File: src/core/ssfg_pkg.sv
package ssfg_pkg;
  localparam int unsigned MAP_W = 64;
  localparam int unsigned COMP_LEGACY = 0;
  localparam int unsigned COMP_SIMD = 1;
  localparam int unsigned COMP_WIDE = 2;
  localparam int unsigned COMP_NUM = 3;
  localparam int unsigned SPECIAL_BIT = 63;
  localparam int unsigned L1_CLMUL_BIT = 1;
  localparam int unsigned L1_ROUND_BIT = 25;
  localparam int unsigned L1_BASIC_BIT = 26;
  localparam int unsigned L1_OSEN_BIT = 27;
  localparam int unsigned CR4_OSEN_BIT = 18;
  localparam int unsigned S1_OPT_BIT = 0;
  localparam int unsigned S1_COMPACT_BIT = 1;
  localparam int unsigned S1_READ1_BIT = 2;
  localparam int unsigned S1_SUPV_BIT = 3;
  localparam logic [31:0] LEAF_BASIC = 32'h0000_0001;
  localparam logic [31:0] LEAF_STATE = 32'h0000_000D;
  localparam logic [31:0] SUPV_MASK_INDEX = 32'h0000_0DA0;
  localparam logic [31:0] SEL_ENABLE = 32'h0000_0000;
  localparam logic [31:0] SEL_INIT = 32'h0000_0001;
  localparam logic [63:0] ENABLE_RESET = 64'h0000_0000_0000_0001;
  localparam logic [63:0] SUPV_RESET = 64'h0000_0000_0000_0000;
  localparam logic OSEN_RESET = 1'b0;
  localparam logic HAS_ROUND = 1'b1;
  localparam logic HAS_CLMUL = 1'b1;
  localparam logic HAS_BASIC = 1'b1;
  localparam logic HAS_OPT = 1'b1;
  localparam logic HAS_COMPACT = 1'b1;
  localparam logic HAS_READ1 = 1'b1;
  localparam logic HAS_SUPV = 1'b1;
  localparam logic [63:0] FULL_MAP = 64'h0000_0000_0000_0007;
  localparam logic [63:0] SUPV_MAP = 64'h0000_0000_0000_0000;
  localparam logic [31:0] LEGACY_BYTES = 32'h0000_0240;
  localparam logic [31:0] WIDE_BYTES = 32'h0000_0100;
  localparam logic [31:0] WIDE_OFFSET = 32'h0000_0240;

  typedef enum logic [3:0] {
    OP_ENABLE_READ = 4'h0,
    OP_ENABLE_WRITE = 4'h1,
    OP_STD_SAVE = 4'h2,
    OP_OPT_SAVE = 4'h3,
    OP_COMPACT_SAVE = 4'h4,
    OP_SUPV_SAVE = 4'h5,
    OP_STD_RESTORE = 4'h6,
    OP_SUPV_RESTORE = 4'h7,
    OP_MODEL_READ = 4'h8,
    OP_MODEL_WRITE = 4'h9,
    OP_CR4_WRITE = 4'hA,
    OP_WIDE_INSTR = 4'hB,
    OP_LEGACY_INSTR = 4'hC
  } ssfg_op_t;

  typedef struct packed {
    ssfg_op_t op;
    logic [1:0] cur_priv;
    logic [31:0] ecx;
    logic [63:0] operand;
  } ssfg_req_t;

  typedef struct packed {
    logic [31:0] eax;
    logic [31:0] ebx;
    logic [31:0] ecx;
    logic [31:0] edx;
  } ssfg_id_t;

  function automatic logic [31:0] comp_bytes(input int unsigned i);
    comp_bytes = (i == COMP_WIDE) ? WIDE_BYTES : 32'h0000_0000;
  endfunction

  function automatic logic [31:0] comp_offset(input int unsigned i);
    comp_offset = (i == COMP_WIDE) ? WIDE_OFFSET : 32'h0000_0000;
  endfunction

  function automatic logic [31:0] area_bytes(input logic [63:0] map);
    logic [31:0] sum;
    sum = LEGACY_BYTES;
    for (int unsigned i = COMP_WIDE; i < COMP_NUM; i++) begin
      if (map[i]) begin
        sum = sum + comp_bytes(i);
      end
    end
    area_bytes = sum;
  endfunction
endpackage

File: src/core/ssfg_top.sv
`timescale 1ns/1ps
`default_nettype none
module ssfg_top (
  input wire logic I_CLK,
  input wire logic I_NRST,
  input wire logic I_OP_VALID,
  input wire ssfg_pkg::ssfg_req_t I_OP_REQ,
  input wire logic I_ID_VALID,
  input wire logic [31:0] I_ID_LEAF,
  input wire logic [31:0] I_ID_SUBLEAF,
  output logic O_OP_DONE,
  output logic O_INVOP_FAULT,
  output logic O_PROT_FAULT,
  output logic [63:0] O_READ_DATA,
  output logic [63:0] O_COMP_MASK,
  output logic [63:0] O_STATE_ENABLE,
  output logic [63:0] O_SUPV_MASK,
  output logic O_OS_ENABLE,
  output logic O_WIDE_WRITABLE,
  output logic O_ID_DONE,
  output ssfg_pkg::ssfg_id_t O_ID_RESULT
);
  logic [63:0] enable_r;
  logic [63:0] enable_nxt;
  logic [63:0] supv_r;
  logic [63:0] supv_nxt;
  logic osen_r;
  logic osen_nxt;
  logic invop_nxt;
  logic prot_nxt;
  logic [63:0] rdata_nxt;
  logic [63:0] cmask_nxt;
  logic [63:0] opnd;
  logic [31:0] sel;
  logic priv;
  logic feat_off;
  logic wide_ok_r;
  logic invop_r;
  logic prot_r;
  logic done_r;
  logic [63:0] rdata_r;
  logic [63:0] cmask_r;
  logic id_done_r;
  ssfg_pkg::ssfg_id_t id_r;
  ssfg_pkg::ssfg_id_t id_nxt;

  assign opnd = I_OP_REQ.operand;
  assign sel = I_OP_REQ.ecx;
  assign priv = (I_OP_REQ.cur_priv == 2'h0);
  assign feat_off = !osen_r || !ssfg_pkg::HAS_BASIC;

  // instruction checks and register updates
  always_comb begin
    invop_nxt = 1'b0;
    prot_nxt = 1'b0;
    rdata_nxt = 64'h0000_0000_0000_0000;
    cmask_nxt = 64'h0000_0000_0000_0000;
    enable_nxt = enable_r;
    supv_nxt = supv_r;
    osen_nxt = osen_r;
    if (I_OP_VALID) begin
      unique case (I_OP_REQ.op)
        ssfg_pkg::OP_ENABLE_READ: begin
          if (feat_off) begin
            invop_nxt = 1'b1;
          end else if (sel == ssfg_pkg::SEL_ENABLE) begin
            rdata_nxt = enable_r;
          end else if (sel == ssfg_pkg::SEL_INIT && ssfg_pkg::HAS_READ1) begin
            rdata_nxt = enable_r;
          end else begin
            prot_nxt = 1'b1;
          end
        end
        ssfg_pkg::OP_ENABLE_WRITE: begin
          if (feat_off) begin
            invop_nxt = 1'b1;
          end else if (!priv) begin
            prot_nxt = 1'b1;
          end else if (sel != ssfg_pkg::SEL_ENABLE) begin
            prot_nxt = 1'b1;
          end else if (!opnd[ssfg_pkg::COMP_LEGACY]) begin
            prot_nxt = 1'b1;
          end else if (opnd[2:1] == 2'h2) begin
            prot_nxt = 1'b1;
          end else if (opnd[63:3] != 61'h0) begin
            prot_nxt = 1'b1;
          end else if ((opnd & ~ssfg_pkg::FULL_MAP) != 64'h0) begin
            prot_nxt = 1'b1;
          end else begin
            enable_nxt = opnd;
          end
        end
        ssfg_pkg::OP_STD_SAVE, ssfg_pkg::OP_STD_RESTORE: begin
          if (feat_off) begin
            invop_nxt = 1'b1;
          end else begin
            cmask_nxt = opnd & enable_r;
          end
        end
        ssfg_pkg::OP_OPT_SAVE: begin
          if (feat_off || !ssfg_pkg::HAS_OPT) begin
            invop_nxt = 1'b1;
          end else begin
            cmask_nxt = opnd & enable_r;
          end
        end
        ssfg_pkg::OP_COMPACT_SAVE: begin
          if (feat_off || !ssfg_pkg::HAS_COMPACT) begin
            invop_nxt = 1'b1;
          end else begin
            cmask_nxt = opnd & enable_r;
          end
        end
        ssfg_pkg::OP_SUPV_SAVE, ssfg_pkg::OP_SUPV_RESTORE: begin
          if (feat_off || !ssfg_pkg::HAS_SUPV) begin
            invop_nxt = 1'b1;
          end else if (!priv) begin
            prot_nxt = 1'b1;
          end else begin
            cmask_nxt = opnd & (enable_r | supv_r);
          end
        end
        ssfg_pkg::OP_MODEL_READ: begin
          if (sel != ssfg_pkg::SUPV_MASK_INDEX || !ssfg_pkg::HAS_SUPV || !priv) begin
            prot_nxt = 1'b1;
          end else begin
            rdata_nxt = supv_r;
          end
        end
        ssfg_pkg::OP_MODEL_WRITE: begin
          if (sel != ssfg_pkg::SUPV_MASK_INDEX || !ssfg_pkg::HAS_SUPV || !priv) begin
            prot_nxt = 1'b1;
          end else if (!osen_r) begin
            prot_nxt = 1'b1;
          end else if ((opnd & ~ssfg_pkg::SUPV_MAP) != 64'h0) begin
            prot_nxt = 1'b1;
          end else begin
            supv_nxt = opnd;
          end
        end
        ssfg_pkg::OP_CR4_WRITE: begin
          if (!priv) begin
            prot_nxt = 1'b1;
          end else if (opnd[ssfg_pkg::CR4_OSEN_BIT] && !ssfg_pkg::HAS_BASIC) begin
            prot_nxt = 1'b1;
          end else begin
            osen_nxt = opnd[ssfg_pkg::CR4_OSEN_BIT];
          end
        end
        ssfg_pkg::OP_WIDE_INSTR: begin
          // all components of the feature must be enabled
          if (!osen_r || !enable_r[ssfg_pkg::COMP_SIMD] ||
              !enable_r[ssfg_pkg::COMP_WIDE]) begin
            invop_nxt = 1'b1;
          end
        end
        ssfg_pkg::OP_LEGACY_INSTR: begin
          invop_nxt = 1'b0;
        end
        default: begin
          invop_nxt = 1'b1;
        end
      endcase
    end
    cmask_nxt[ssfg_pkg::SPECIAL_BIT] = 1'b0;
  end

  // enable mask, bit 0 pinned high
  always_ff @(posedge I_CLK or negedge I_NRST) begin
    if (!I_NRST) begin
      enable_r <= ssfg_pkg::ENABLE_RESET;
    end else begin
      enable_r <= enable_nxt | ssfg_pkg::ENABLE_RESET;
    end
  end

  always_ff @(posedge I_CLK or negedge I_NRST) begin
    if (!I_NRST) begin
      supv_r <= ssfg_pkg::SUPV_RESET;
    end else begin
      supv_r <= supv_nxt;
    end
  end

  always_ff @(posedge I_CLK or negedge I_NRST) begin
    if (!I_NRST) begin
      osen_r <= ssfg_pkg::OSEN_RESET;
    end else begin
      osen_r <= osen_nxt;
    end
  end

  // wide-vector registers locked unless enabled
  always_ff @(posedge I_CLK or negedge I_NRST) begin
    if (!I_NRST) begin
      wide_ok_r <= 1'b0;
    end else begin
      wide_ok_r <= osen_nxt && enable_nxt[ssfg_pkg::COMP_WIDE];
    end
  end

  always_ff @(posedge I_CLK or negedge I_NRST) begin
    if (!I_NRST) begin
      done_r <= 1'b0;
      invop_r <= 1'b0;
      prot_r <= 1'b0;
      rdata_r <= 64'h0000_0000_0000_0000;
      cmask_r <= 64'h0000_0000_0000_0000;
    end else begin
      done_r <= I_OP_VALID;
      invop_r <= invop_nxt;
      prot_r <= prot_nxt;
      rdata_r <= rdata_nxt;
      cmask_r <= cmask_nxt;
    end
  end

  // identification query answers
  always_comb begin
    id_nxt = '0;
    if (I_ID_LEAF == ssfg_pkg::LEAF_BASIC) begin
      id_nxt.ecx[ssfg_pkg::L1_CLMUL_BIT] = ssfg_pkg::HAS_CLMUL;
      id_nxt.ecx[ssfg_pkg::L1_ROUND_BIT] = ssfg_pkg::HAS_ROUND;
      id_nxt.ecx[ssfg_pkg::L1_BASIC_BIT] = ssfg_pkg::HAS_BASIC;
      id_nxt.ecx[ssfg_pkg::L1_OSEN_BIT] = osen_r;
    end else if (I_ID_LEAF == ssfg_pkg::LEAF_STATE && ssfg_pkg::HAS_BASIC) begin
      if (I_ID_SUBLEAF == 32'h0000_0000) begin
        id_nxt.eax = ssfg_pkg::FULL_MAP[31:0];
        id_nxt.edx = ssfg_pkg::FULL_MAP[63:32];
        id_nxt.ebx = ssfg_pkg::area_bytes(enable_r);
        id_nxt.ecx = ssfg_pkg::area_bytes(ssfg_pkg::FULL_MAP);
      end else if (I_ID_SUBLEAF == 32'h0000_0001) begin
        id_nxt.eax[ssfg_pkg::S1_OPT_BIT] = ssfg_pkg::HAS_OPT;
        id_nxt.eax[ssfg_pkg::S1_COMPACT_BIT] =
          ssfg_pkg::HAS_COMPACT | ssfg_pkg::HAS_SUPV;
        id_nxt.eax[ssfg_pkg::S1_READ1_BIT] = ssfg_pkg::HAS_READ1;
        id_nxt.eax[ssfg_pkg::S1_SUPV_BIT] = ssfg_pkg::HAS_SUPV;
        id_nxt.ebx = ssfg_pkg::area_bytes(enable_r | supv_r);
        id_nxt.ecx = ssfg_pkg::SUPV_MAP[31:0];
        id_nxt.edx = ssfg_pkg::SUPV_MAP[63:32];
      end else if (I_ID_SUBLEAF < 32'h0000_003F) begin
        if (ssfg_pkg::FULL_MAP[I_ID_SUBLEAF[5:0]]) begin
          id_nxt.eax = ssfg_pkg::comp_bytes(32'(I_ID_SUBLEAF[5:0]));
          id_nxt.ebx = ssfg_pkg::comp_offset(32'(I_ID_SUBLEAF[5:0]));
        end else if (ssfg_pkg::SUPV_MAP[I_ID_SUBLEAF[5:0]]) begin
          id_nxt.eax = ssfg_pkg::comp_bytes(32'(I_ID_SUBLEAF[5:0]));
          id_nxt.ecx = 32'h0000_0001;
        end
        // anything else stays all zero
      end
    end
  end

  always_ff @(posedge I_CLK or negedge I_NRST) begin
    if (!I_NRST) begin
      id_done_r <= 1'b0;
      id_r <= '0;
    end else begin
      id_done_r <= I_ID_VALID;
      id_r <= id_nxt;
    end
  end

  assign O_OP_DONE = done_r;
  assign O_INVOP_FAULT = invop_r;
  assign O_PROT_FAULT = prot_r;
  assign O_READ_DATA = rdata_r;
  assign O_COMP_MASK = cmask_r;
  assign O_STATE_ENABLE = enable_r;
  assign O_SUPV_MASK = supv_r;
  assign O_OS_ENABLE = osen_r;
  assign O_WIDE_WRITABLE = wide_ok_r;
  assign O_ID_DONE = id_done_r;
  assign O_ID_RESULT = id_r;
endmodule // ssfg_top
`default_nettype wire

File: config.mk
export PLATFORM = sky130hd
export DESIGN_NAME = ssfg_top
export DESIGN_NICKNAME = d
export VERILOG_FILES = /design/src/core/ssfg_pkg.sv /design/src/core/ssfg_top.sv
export SDC_FILE = /design/constraint.sdc
export NUM_CORES = 1
export LEC_CHECK = 0
export ABC_AREA = 0
export BUFFER_PORTS_ARGS = -buffer_cell sky130_fd_sc_hd__buf_2
export CAP_MARGIN = 20
export CORE_AREA = 5 5 212 214
export CTS_CLUSTER_DIAMETER = 60
export DETAILED_ROUTE_END_ITERATION = 16
export DIE_AREA = 0 0 217 219
export PLACE_DENSITY_LB_ADDON = 0.3
export SLEW_MARGIN = 20
export SYNTH_ARGS = -nofsm -noshare
export SYNTH_HDL_FRONTEND = slang
export SYNTH_SLANG_ARGS = --single-unit
File: constraint.sdc
create_clock -name I_CLK -period 3 [get_ports I_CLK]
set_input_delay 0.15 -clock I_CLK [delete_from_list [all_inputs] [get_ports I_CLK]]
set_output_delay 0.15 -clock I_CLK [all_outputs]
set_load 0.01 [all_outputs]
# Word-level counts from Yosys, hierarchy flattened

Memory sizes are Yosys's and may differ from the RTL's.
Index checks and enable logic that the tools add are counted.
W data, S select, Z words.

Bitwise operators: 9
Magnitude comparators: 2
Eq/ne operators: 19
Muxes and demuxes: 66
Reductions and logical operators: 22

Operators by type and width:

| operator               | count |
|---|---|
| $mux W64               | 5 |
| $mux W128              | 2 |
| $mux W63               | 4 |
| $mux W68               | 2 |
| $pmux W64 S2           | 1 |
| $reduce_bool A64 Y1    | 2 |
| $and A63 B63 Y63       | 2 |
| $pmux W63 S2           | 1 |
| $eq A32 B1 Y1 const B  | 3 |
| $mux W96               | 1 |
| $logic_not A32 Y1      | 2 |
| $or A63 B63 Y63        | 1 |
| $reduce_bool A61 Y1    | 1 |
| $mux W9                | 4 |
| $mux W33               | 1 |
| $eq A32 B4 Y1 const B  | 1 |
| $lt A32 B6 Y1 const B  | 1 |
| $mux W32               | 1 |
| $ne A32 B12 Y1 const B | 1 |
| $reduce_bool A32 Y1    | 1 |
| $mux W3                | 10 |
| $mux W1                | 28 |
| $mux W28               | 1 |
| $mux W23               | 1 |
| 21 further kinds       | 41 |

Register bits: 388
Output and inout bits: 390
Memories: 2
Logic and storage cells: 135
ROM bits: 128

Memory list:

| memory           | depth | bits a word | read ports | clocked after memory_dff | wr ports | RTL line        | RTL |
|---|---|---|---|---|---|---|---|
| (name not given) | 64    | 1           | 1          | 0                        | 0        | ssfg_top.sv:245 | `end else if (ssfg_pkg::SUPV_MAP[I_ID_SUBLEAF[5:0]]) begin` |
| (name not given) | 64    | 1           | 1          | 0                        | 0        | ssfg_top.sv:242 | `if (ssfg_pkg::FULL_MAP[I_ID_SUBLEAF[5:0]]) begin` |

# Longest topological paths before layout

Gate-level depths: netlist (run 1).

Depth after elaboration: 11
Mapped depth: 7

# Least setup slack after synthesis (run 1)

No wires, ideal clock.

Path kind: input to register
Start point: in I_OP_REQ[76] in the netlist's numbering
End point: reg rdata_r[10] (netlist: O_READ_DATA[10])
Buffers on the path: 1
Setup slack: 1.084 ns
Cell stages on the path: 6
Arrival: 1.849 ns
Required time: 2.934 ns
Cells stage by stage: or4_4 > nor2_4 > nand4_4 > nor4_4 > buf_6 > a22o_1

Longest elaborated chain between the ends: 6
Elaborated cells between the ends (all ways): 10
Classes of those cells: eq/ne: 2; mux: 6; reduce/logical: 2

RTL lines:

| item                 | RTL line        | RTL |
|---|---|---|
| from (decl)          | ssfg_top.sv:7   | `input wire ssfg_pkg::ssfg_req_t I_OP_REQ,` |
| $eq A32 B1 Y1        | ssfg_top.sv:68  | `end else if (sel == ssfg_pkg::SEL_INIT && ssfg_pkg::HAS_READ1) begin` |
| $mux W64             | ssfg_top.sv:68  |  |
| $mux W64             | ssfg_top.sv:66  | `end else if (sel == ssfg_pkg::SEL_ENABLE) begin` |
| $mux W64             | ssfg_top.sv:64  | `if (feat_off) begin` |
| $pmux W64 S2 (*)     | ssfg_top.sv:62  | `unique case (I_OP_REQ.op)` |
| $mux W64 (*)         | ssfg_top.sv:61  | `if (I_OP_VALID) begin` |
| net rdata_nxt[10]    | ssfg_top.sv:31  | `logic [63:0] rdata_nxt;` |
| to (signal assigned) | ssfg_top.sv:213 | `rdata_r <= rdata_nxt;` |
| to (decl)            | ssfg_top.sv:41  | `logic [63:0] rdata_r;` |

Mark *: on every way through the listed nets, which the timed path passes. The rest lies on a longest branch.
A chain may end at the register's enable or synchronous reset.

# Final worst setup path (run 1)

Start point: in I_OP_REQ[36] in the netlist's numbering
End point: reg enable_r[33] (netlist: O_STATE_ENABLE[33])

Longest elaborated chain between the ends: 3
Elaborated cells between the ends (all ways): 5
Classes of those cells: bitwise: 2; reduce/logical: 3

RTL lines:

| item                                                              | RTL line                       | RTL |
|---|---|---|
| $reduce_bool A64 Y1 / $reduce_bool A61 Y1 (equally long branches) | ssfg_top.sv:87, ssfg_top.sv:85 |  |
| $not A1 Y1 (no line)                                              | -                              |  |
| $reduce_and A9 Y1 (no line) (*)                                   | -                              |  |
| to (signal assigned)                                              | ssfg_top.sv:171                | `enable_r <= ssfg_pkg::ENABLE_RESET;` |
| to (signal assigned)                                              | ssfg_top.sv:173                | `enable_r <= enable_nxt \| ssfg_pkg::ENABLE_RESET;` |
| to (decl)                                                         | ssfg_top.sv:23                 | `logic [63:0] enable_r;` |

Mark *: on every way between the ends. The rest lies on a longest branch, timed or not.

==> impl_metrics.ini, run 1 <==
[yosys]
yosys_register_bits = 268
syn_area_um2 = 10800
syn_area_per_cell_um2 = 12.4
netlist_instances = 868
yosys_warnings = 0
ys_seq_area_frac = 0.622
yosysUniqueCellTypes = 46

[clocking]
holdBufCountCts = 75
ctsHtreeMaxLevel = 2
ctsResizeCount = 0
post_cts_buffers = 0
clock-sinks = 268
cts_buffers = 35
root_buffer = clkbuf_16
clock_path_buffers = 3
tritoncts = yes
worstSkewPairLatency_ns = 0.53
clkTransAtPathRegs_ns = 0.05

[timing]
max_slew_margin = 0.464
tightest_slew_ns = 0.796
tns_ns = 0
setup_viol = 0
finalCritPeriodShare = 0.839
hold_violations = 0
rsz0062_at_grt = no
min_period_ns = 2.52
fmax_mhz = 397
slew_viol_final = 0
fin_worst_skew_ns = 0.0156

[critical_path]
r2r_slack_ns = 0.97
critPathArrivalTime_ns = 2.92
reg2reg_depth = 5
critical_path.max_fanout = 31
cp-end-kind = register
crit_path_start_kind = input port
r2r-end = O_READ_DATA[16]
crit_required_ns = 3.40
cp-endpoint = O_STATE_ENABLE[33]
crit_type = input port to register
startpoint = I_OP_REQ[36]
r2r-start = O_OS_ENABLE

[final_layout]
final_nets = 1567
layout_commonest_cell = buf_2
drive_gt1_frac = 0.378
synthToLayoutAreaGrowth_pct = 40.6
layout_common_cells = buf_2, dfrtp_1, and2_1, conb_1, dlygate4sd3_1
fillers = 4244

[power_and_ir_drop]
p_sw_frac = 0.230
combinationalPowerShare = 0.057
power.total_mw = 8.20
p_leak_nw = 8.18
p_sw_mw = 1.88
powerDensity_nw_per_um2 = 540
vdd_drop_max_mv = 0.299
p_clk_frac = 0.500
p_seq_frac = 0.443
p_int_mw = 6.31

[placed_design]
dp_hpwl_mm = 29.5
port_buffers = 444
gp_congestion = 0.844

[grt]
antenna_found_initial = 3
grt_pass1_vias = 9232
grt_pass1_wl_mm = 58.5
overflow = 0
grt_usage = 0.162
grt_start_max_net_pins = 87

[hold_path]
hold_path_class = input port to register

[job]
drv_cap = 0

[floorplanning]
num_rows = 76
ios = 560
core_um2 = 42700
floorplan.initialDensity = 0.253
dieWidth_um = 217
dieArea_um2 = 47500
dieHeight_um = 219

[drt]
routedWlPerCell_um = 20.4
drt-total-wl_mm = 40.2
vias = 8498
vias_per_cell = 4.32
first_iter_violations = 389
ant_nets = 0
firstDrtPassIters = 5
drc_errors = 0

[status]
run_status = completed
[synthesized netlist by cell type, drive strengths merged]
master / instances / area share
o21ai: 2 / 0.00093
nor2: 9 / 0.0038
nand4: 9 / 0.0066
nand3: 8 / 0.0037
a22o: 63 / 0.051
or3: 2 / 0.0012
o211ai: 2 / 0.0014
or3b: 1 / 0.00081
inv: 4 / 0.0014
nand2: 10 / 0.0035
clkinvlp: 1 / 0.00046
a21oi: 63 / 0.029
buf: 131 / 0.093
nor4bb: 1 / 0.00093
and2: 128 / 0.074
clkbuf: 30 / 0.010
nor3b: 64 / 0.045
a311oi: 1 / 0.00081
nor3: 8 / 0.0051
dfrtp: 268 / 0.62
a211oi: 1 / 0.00070
a22oi: 1 / 0.00070
o21a: 1 / 0.00070
nor4b: 3 / 0.0024
and3: 2 / 0.0012
or4: 3 / 0.0028
o211a: 1 / 0.00093
nor4: 37 / 0.025
a32oi: 1 / 0.00081
and4: 2 / 0.0016
o41ai: 1 / 0.00081
nor2b: 2 / 0.0012
mux2i: 2 / 0.0019
mux2: 3 / 0.0031
conb: 2 / 0.00070
a31oi: 1 / 0.00058
[state kept, by name, indices dropped and copies added, names as in the netlist]
signal           count
O_READ_DATA         64
O_STATE_ENABLE      63
O_ID_DONE            1
O_ID_RESULT          8
O_INVOP_FAULT        1
O_OS_ENABLE          1
O_SUPV_MASK         64
O_OP_DONE            1
O_PROT_FAULT         1
O_COMP_MASK         63
O_WIDE_WRITABLE      1
[cell families (layout without fill, tap and decap cells)]
kind of cell / Yosys count / in the layout / share of synthesized area
other: 2 / 117 / 0.000696
buffers and inverters: 166 / 603 / 0.105
flip-flops: 268 / 268 / 0.622
multiplexers: 5 / 5 / 0.00499
AO/OA/AOI/OAI: 138 / 138 / 0.0888
AND/OR/NAND/NOR: 289 / 289 / 0.178
[per-stage QoR]
step,area (um^2),utilization,hold WS (ns),instances,setup slack (ns)
3_5_place_dp,13300,0.311,0.222,1831,0.320
6_report,15200,0.355,0.0668,1966,0.482
3_3_place_gp,13300,0.311,0.220,1831,0.311
2_1_floorplan,11200,-,-0.146,981,1.08
4_1_cts,15200,0.355,0.0413,1964,0.334
5_1_grt,15200,0.355,0.0418,1966,0.398
[layer usage]
metal | GRT usage | share of wire | routed length, um | vias to the layer above
met2 | 0.294 | 0.52 | 20900 | 417
met4 | 0.0567 | 0.032 | 1280 | 0
met3 | 0.0542 | 0.090 | 3610 | 75
met5 | 0 | 0 | 0 | -
met1 | 0.178 | 0.36 | 14300 | 4152
li1 | - | - | - | 3854
[layout make-up]
type	instances	area (um^2)	share of cell area
Clock buffer	44	940	0.0620
Tap cell	546	683	0.0450
Clock inverter	14	186	0.0123
Multi-Input combinational cell	547	3400	0.224
Inverter	5	20.0	0.00132
Timing Repair Buffer	540	3230	0.213
Antenna cell	2	5.00	0.000330
Sequential cell	268	6710	0.442
[worst max-delay path, cell delays in order]
cell and delay (ns):
dlygate4sd3_1 0.54, buf_2 0.13, nor4_1 0.69, nand4_1 0.34, nor4_1 0.31, buf_4 0.18
nand3_2 0.10, buf_4 0.26, and2_1 0.20
[worst min-delay path by stage]
stage / to / slack [ns] / cells past startpoint / from
after floorplan: O_COMP_MASK[0] / -0.15 / 0 / I_NRST
after global placement: O_ID_RESULT[59] / 0.22 / 1 / I_NRST
after detailed placement: O_ID_RESULT[59] / 0.22 / 1 / I_NRST
after CTS: O_ID_RESULT[59] / 0.04 / 3 / I_ID_LEAF[3]
after global routing: O_ID_RESULT[59] / 0.04 / 3 / I_ID_LEAF[3]
final: O_ID_RESULT[70] / 0.07 / 3 / I_ID_LEAF[3]
[power groups by stage]
stage               combinational [mW]  clock, mW  sequential, mW
floorplan                        0.232          0            3.70
CTS                              0.470       4.24            3.63
global placement                 0.390          0            3.69
finish                           0.470       4.09            3.63
detailed placement               0.393          0            3.70
global route                     0.519       4.43            3.63
Note: power is estimated with default switching activity, not from simulation.
==> inputs of run 2 (changes only) <==
ABC_AREA = 1   (was 0)
CORE_AREA = 5 5 217 219   (was 5 5 212 214)
DIE_AREA = 0 0 222 224   (was 0 0 217 219)
clock period = 2.56 ns   (was 3 ns; I/O delays follow)
==> run 2 against run 1 <==
  * Non-clock buffer count grew 12
  * Final cell count grew 28%
  * Wire length increased by 21%
  * Register-to-register slack lost 0.53 ns
  * Sequential cell count is the same
  * Power grew 21%
  * Critical path depth down 1
  * Sequential share of layout area down 4.2 points
  * Largest power group unchanged
  * Synthesized cell count up 57%
  * Global-route usage up 2.5 points
==> impl_metrics.ini, run 2 <==
[floorplanning]
dieArea_um2 = 49700
ios = 560
core_um2 = 44900
dieHeight_um = 224
floorplan.initialDensity = 0.272
num_rows = 78
dieWidth_um = 222

[clocking]
clock-sinks = 268
ctsResizeCount = 0
tritoncts = yes
cts_buffers = 35
root_buffer = clkbuf_16
ctsHtreeMaxLevel = 2
clock_path_buffers = 3
clkTransAtPathRegs_ns = 0.06
holdBufCountCts = 84
worstSkewPairLatency_ns = 0.53
post_cts_buffers = 0

[critical_path]
critPathArrivalTime_ns = 2.96
critical_path.max_fanout = 2
cp-end-kind = register
crit_top_cell = dlygate4sd3_1
cpLargestDelayFamily = buffers and inverters
crit_path_start_kind = input port
crit_required_ns = 3.02
cpPeakStageDelay_ns = 0.60
crit_path_top_delay_cell = dlygate4sd3_1
path_buf_inv = 5
path_cells = dlygate4sd3_1 > buf_2 > nor4_1 > dlygate4sd3_1 > nand2_1 > dlygate4sd3_1 > nor3_1 > dlygate4sd3_1
crit_type = input port to register

[yosys]
ys_top_cells_by_area = dfrtp_1, buf_4, nor2_1, inv_1, nand2_1
synth.largest_area_cell = dfrtp_1
syn_area_per_cell_um2 = 8.98
netlist.area_leader.share = 0.549
synthArstFlopShare = 1.00
yosys_warnings = 0
yosysUniqueCellTypes = 28
synth-edff-count = 0
netlist_instances = 1361
yosys-top-cells-count = dfrtp_1, nor2_1, inv_1
syn_area_um2 = 12200
yosys_register_bits = 268
ys_seq_area_frac = 0.549
synth_most_common_cell = dfrtp_1
ys.flop_type = dfrtp_1

[timing]
min_period_ns = 2.49
tns_ns = 0
hold_violations = 0
finalCritPeriodShare = 0.974
setup_viol = 0
fin_worst_skew_ns = 0.0130
tightest_slew_ns = 0.931
fmax_mhz = 401
rsz0062_at_grt = no
max_slew_margin = 0.378
fin_hold_ws_ns = 0.0507
slew_viol_final = 0

[grt]
antenna_found_initial = 1
overflow = 0
grt_usage = 0.187
grt_pass1_vias = 11100
grt_start_max_net_pins = 86
grt_pass1_wl_mm = 71.2

[placed_design]
dp_hpwl_mm = 36.2
gp_congestion = 1.01
port_buffers = 444

[drt]
drc_errors = 0
vias = 10800
routedWlPerCell_um = 19.4
first_iter_violations = 578
vias_per_cell = 4.29
firstDrtPassIters = 5
drt-total-wl_mm = 48.8
ant_nets = 0

[final_layout]
layout_common_cells = buf_2, dfrtp_1, nor2_1, inv_1, nand2_1
final_nets = 2062
drive_gt1_frac = 0.344
fillers = 4687
layout_commonest_cell = buf_2
synthToLayoutAreaGrowth_pct = 37.3

[power_and_ir_drop]
p_leak_nw = 8.81
powerDensity_nw_per_um2 = 593
vdd_drop_max_mv = 0.510

[status]
run_status = completed

[job]
drv_cap = 0

[hold_path]
hold_path_class = input port to register
-- run 2: cell types whose count changed in the layout (fill, tap and decap cells not counted), moves of 63 or more --
cell     change
nor3b_1     -64
inv_1      +209
a22o_1      -63
and2_1     -128
nand2_1    +133
nor2_1     +228
-- run 2: power by group --
part           total (mW)  leakage (nW)  switching, mW  internal [mW]
sequential           4.29          3.07         0.0157           4.27
clock                4.85         0.549           1.92           2.93
combinational       0.802          5.19          0.519          0.283
-- run 2: metrics by stage --
step           utilization  power [mW]  cells  setup WS, ns  area, um^2
2_1_floorplan            -        4.77   1474         0.991       12600
3_3_place_gp         0.330        5.07   2371         0.204       14800
3_5_place_dp         0.330        5.08   2371         0.191       14800
4_1_cts              0.374        10.1   2516         0.201       16800
5_1_grt              0.374        10.3   2517        0.0325       16800
6_report             0.374        9.94   2518        0.0662       16800
-- run 2: final cells by class --
| class | instances | area, um^2 | share of cell area |
|---|---|---|---|
| Sequential cell | 268 | 6710 | 0.400 |
| Multi-Input combinational cell | 817 | 3980 | 0.237 |
| Timing Repair Buffer | 552 | 3380 | 0.201 |
| Clock buffer | 51 | 1040 | 0.0619 |
| Inverter | 218 | 818 | 0.0488 |
| Tap cell | 600 | 751 | 0.0448 |
| Clock inverter | 10 | 97.6 | 0.00582 |
| Antenna cell | 2 | 5.00 | 0.000298 |
-- run 2: worst register-to-register path: cells and delay by family (launching register included) --
| family | cells | cell delay (ns) |
|---|---|---|
| buffers and inverters | 1 | 0.43 |
| flip-flops | 1 | 0.51 |
| AND/OR/NAND/NOR | 7 | 1.04 |
-- run 2: kinds of logic (layout without fill, tap and decap cells) --
logic type | Yosys count | in the layout | synth area share
AO/OA/AOI/OAI | 139 | 139 | 0.0756
buffers and inverters | 389 | 831 | 0.163
flip-flops | 268 | 268 | 0.549
other | 2 | 117 | 0.000614
AND/OR/NAND/NOR | 563 | 563 | 0.213
-- run 2: path summary, 6_finish.rpt --
check	startpoint	endpoint	slack (ns)	depth (start not counted)
setup / recovery	I_ID_LEAF[14]	O_ID_RESULT[58]	0.07	8
hold / removal	I_ID_SUBLEAF[20]	O_ID_RESULT[99]	0.05	6
setup reg to reg	O_OS_ENABLE	O_SUPV_MASK[33]	0.44	8
hold reg to reg	O_STATE_ENABLE[3]	O_STATE_ENABLE[3]	0.53	2
max in group asynchronous	I_NRST	O_READ_DATA[6]	1.56	3
min in group asynchronous	I_NRST	O_READ_DATA[41]	0.20	2
-- run 2: layer usage --
metal | up-vias | GRT usage | share of wire
met5 | - | 0 | 0
met1 | 5204 | 0.218 | 0.39
met4 | 0 | 0.0577 | 0.028
li1 | 5033 | - | -
met2 | 484 | 0.339 | 0.52
met3 | 72 | 0.0465 | 0.068
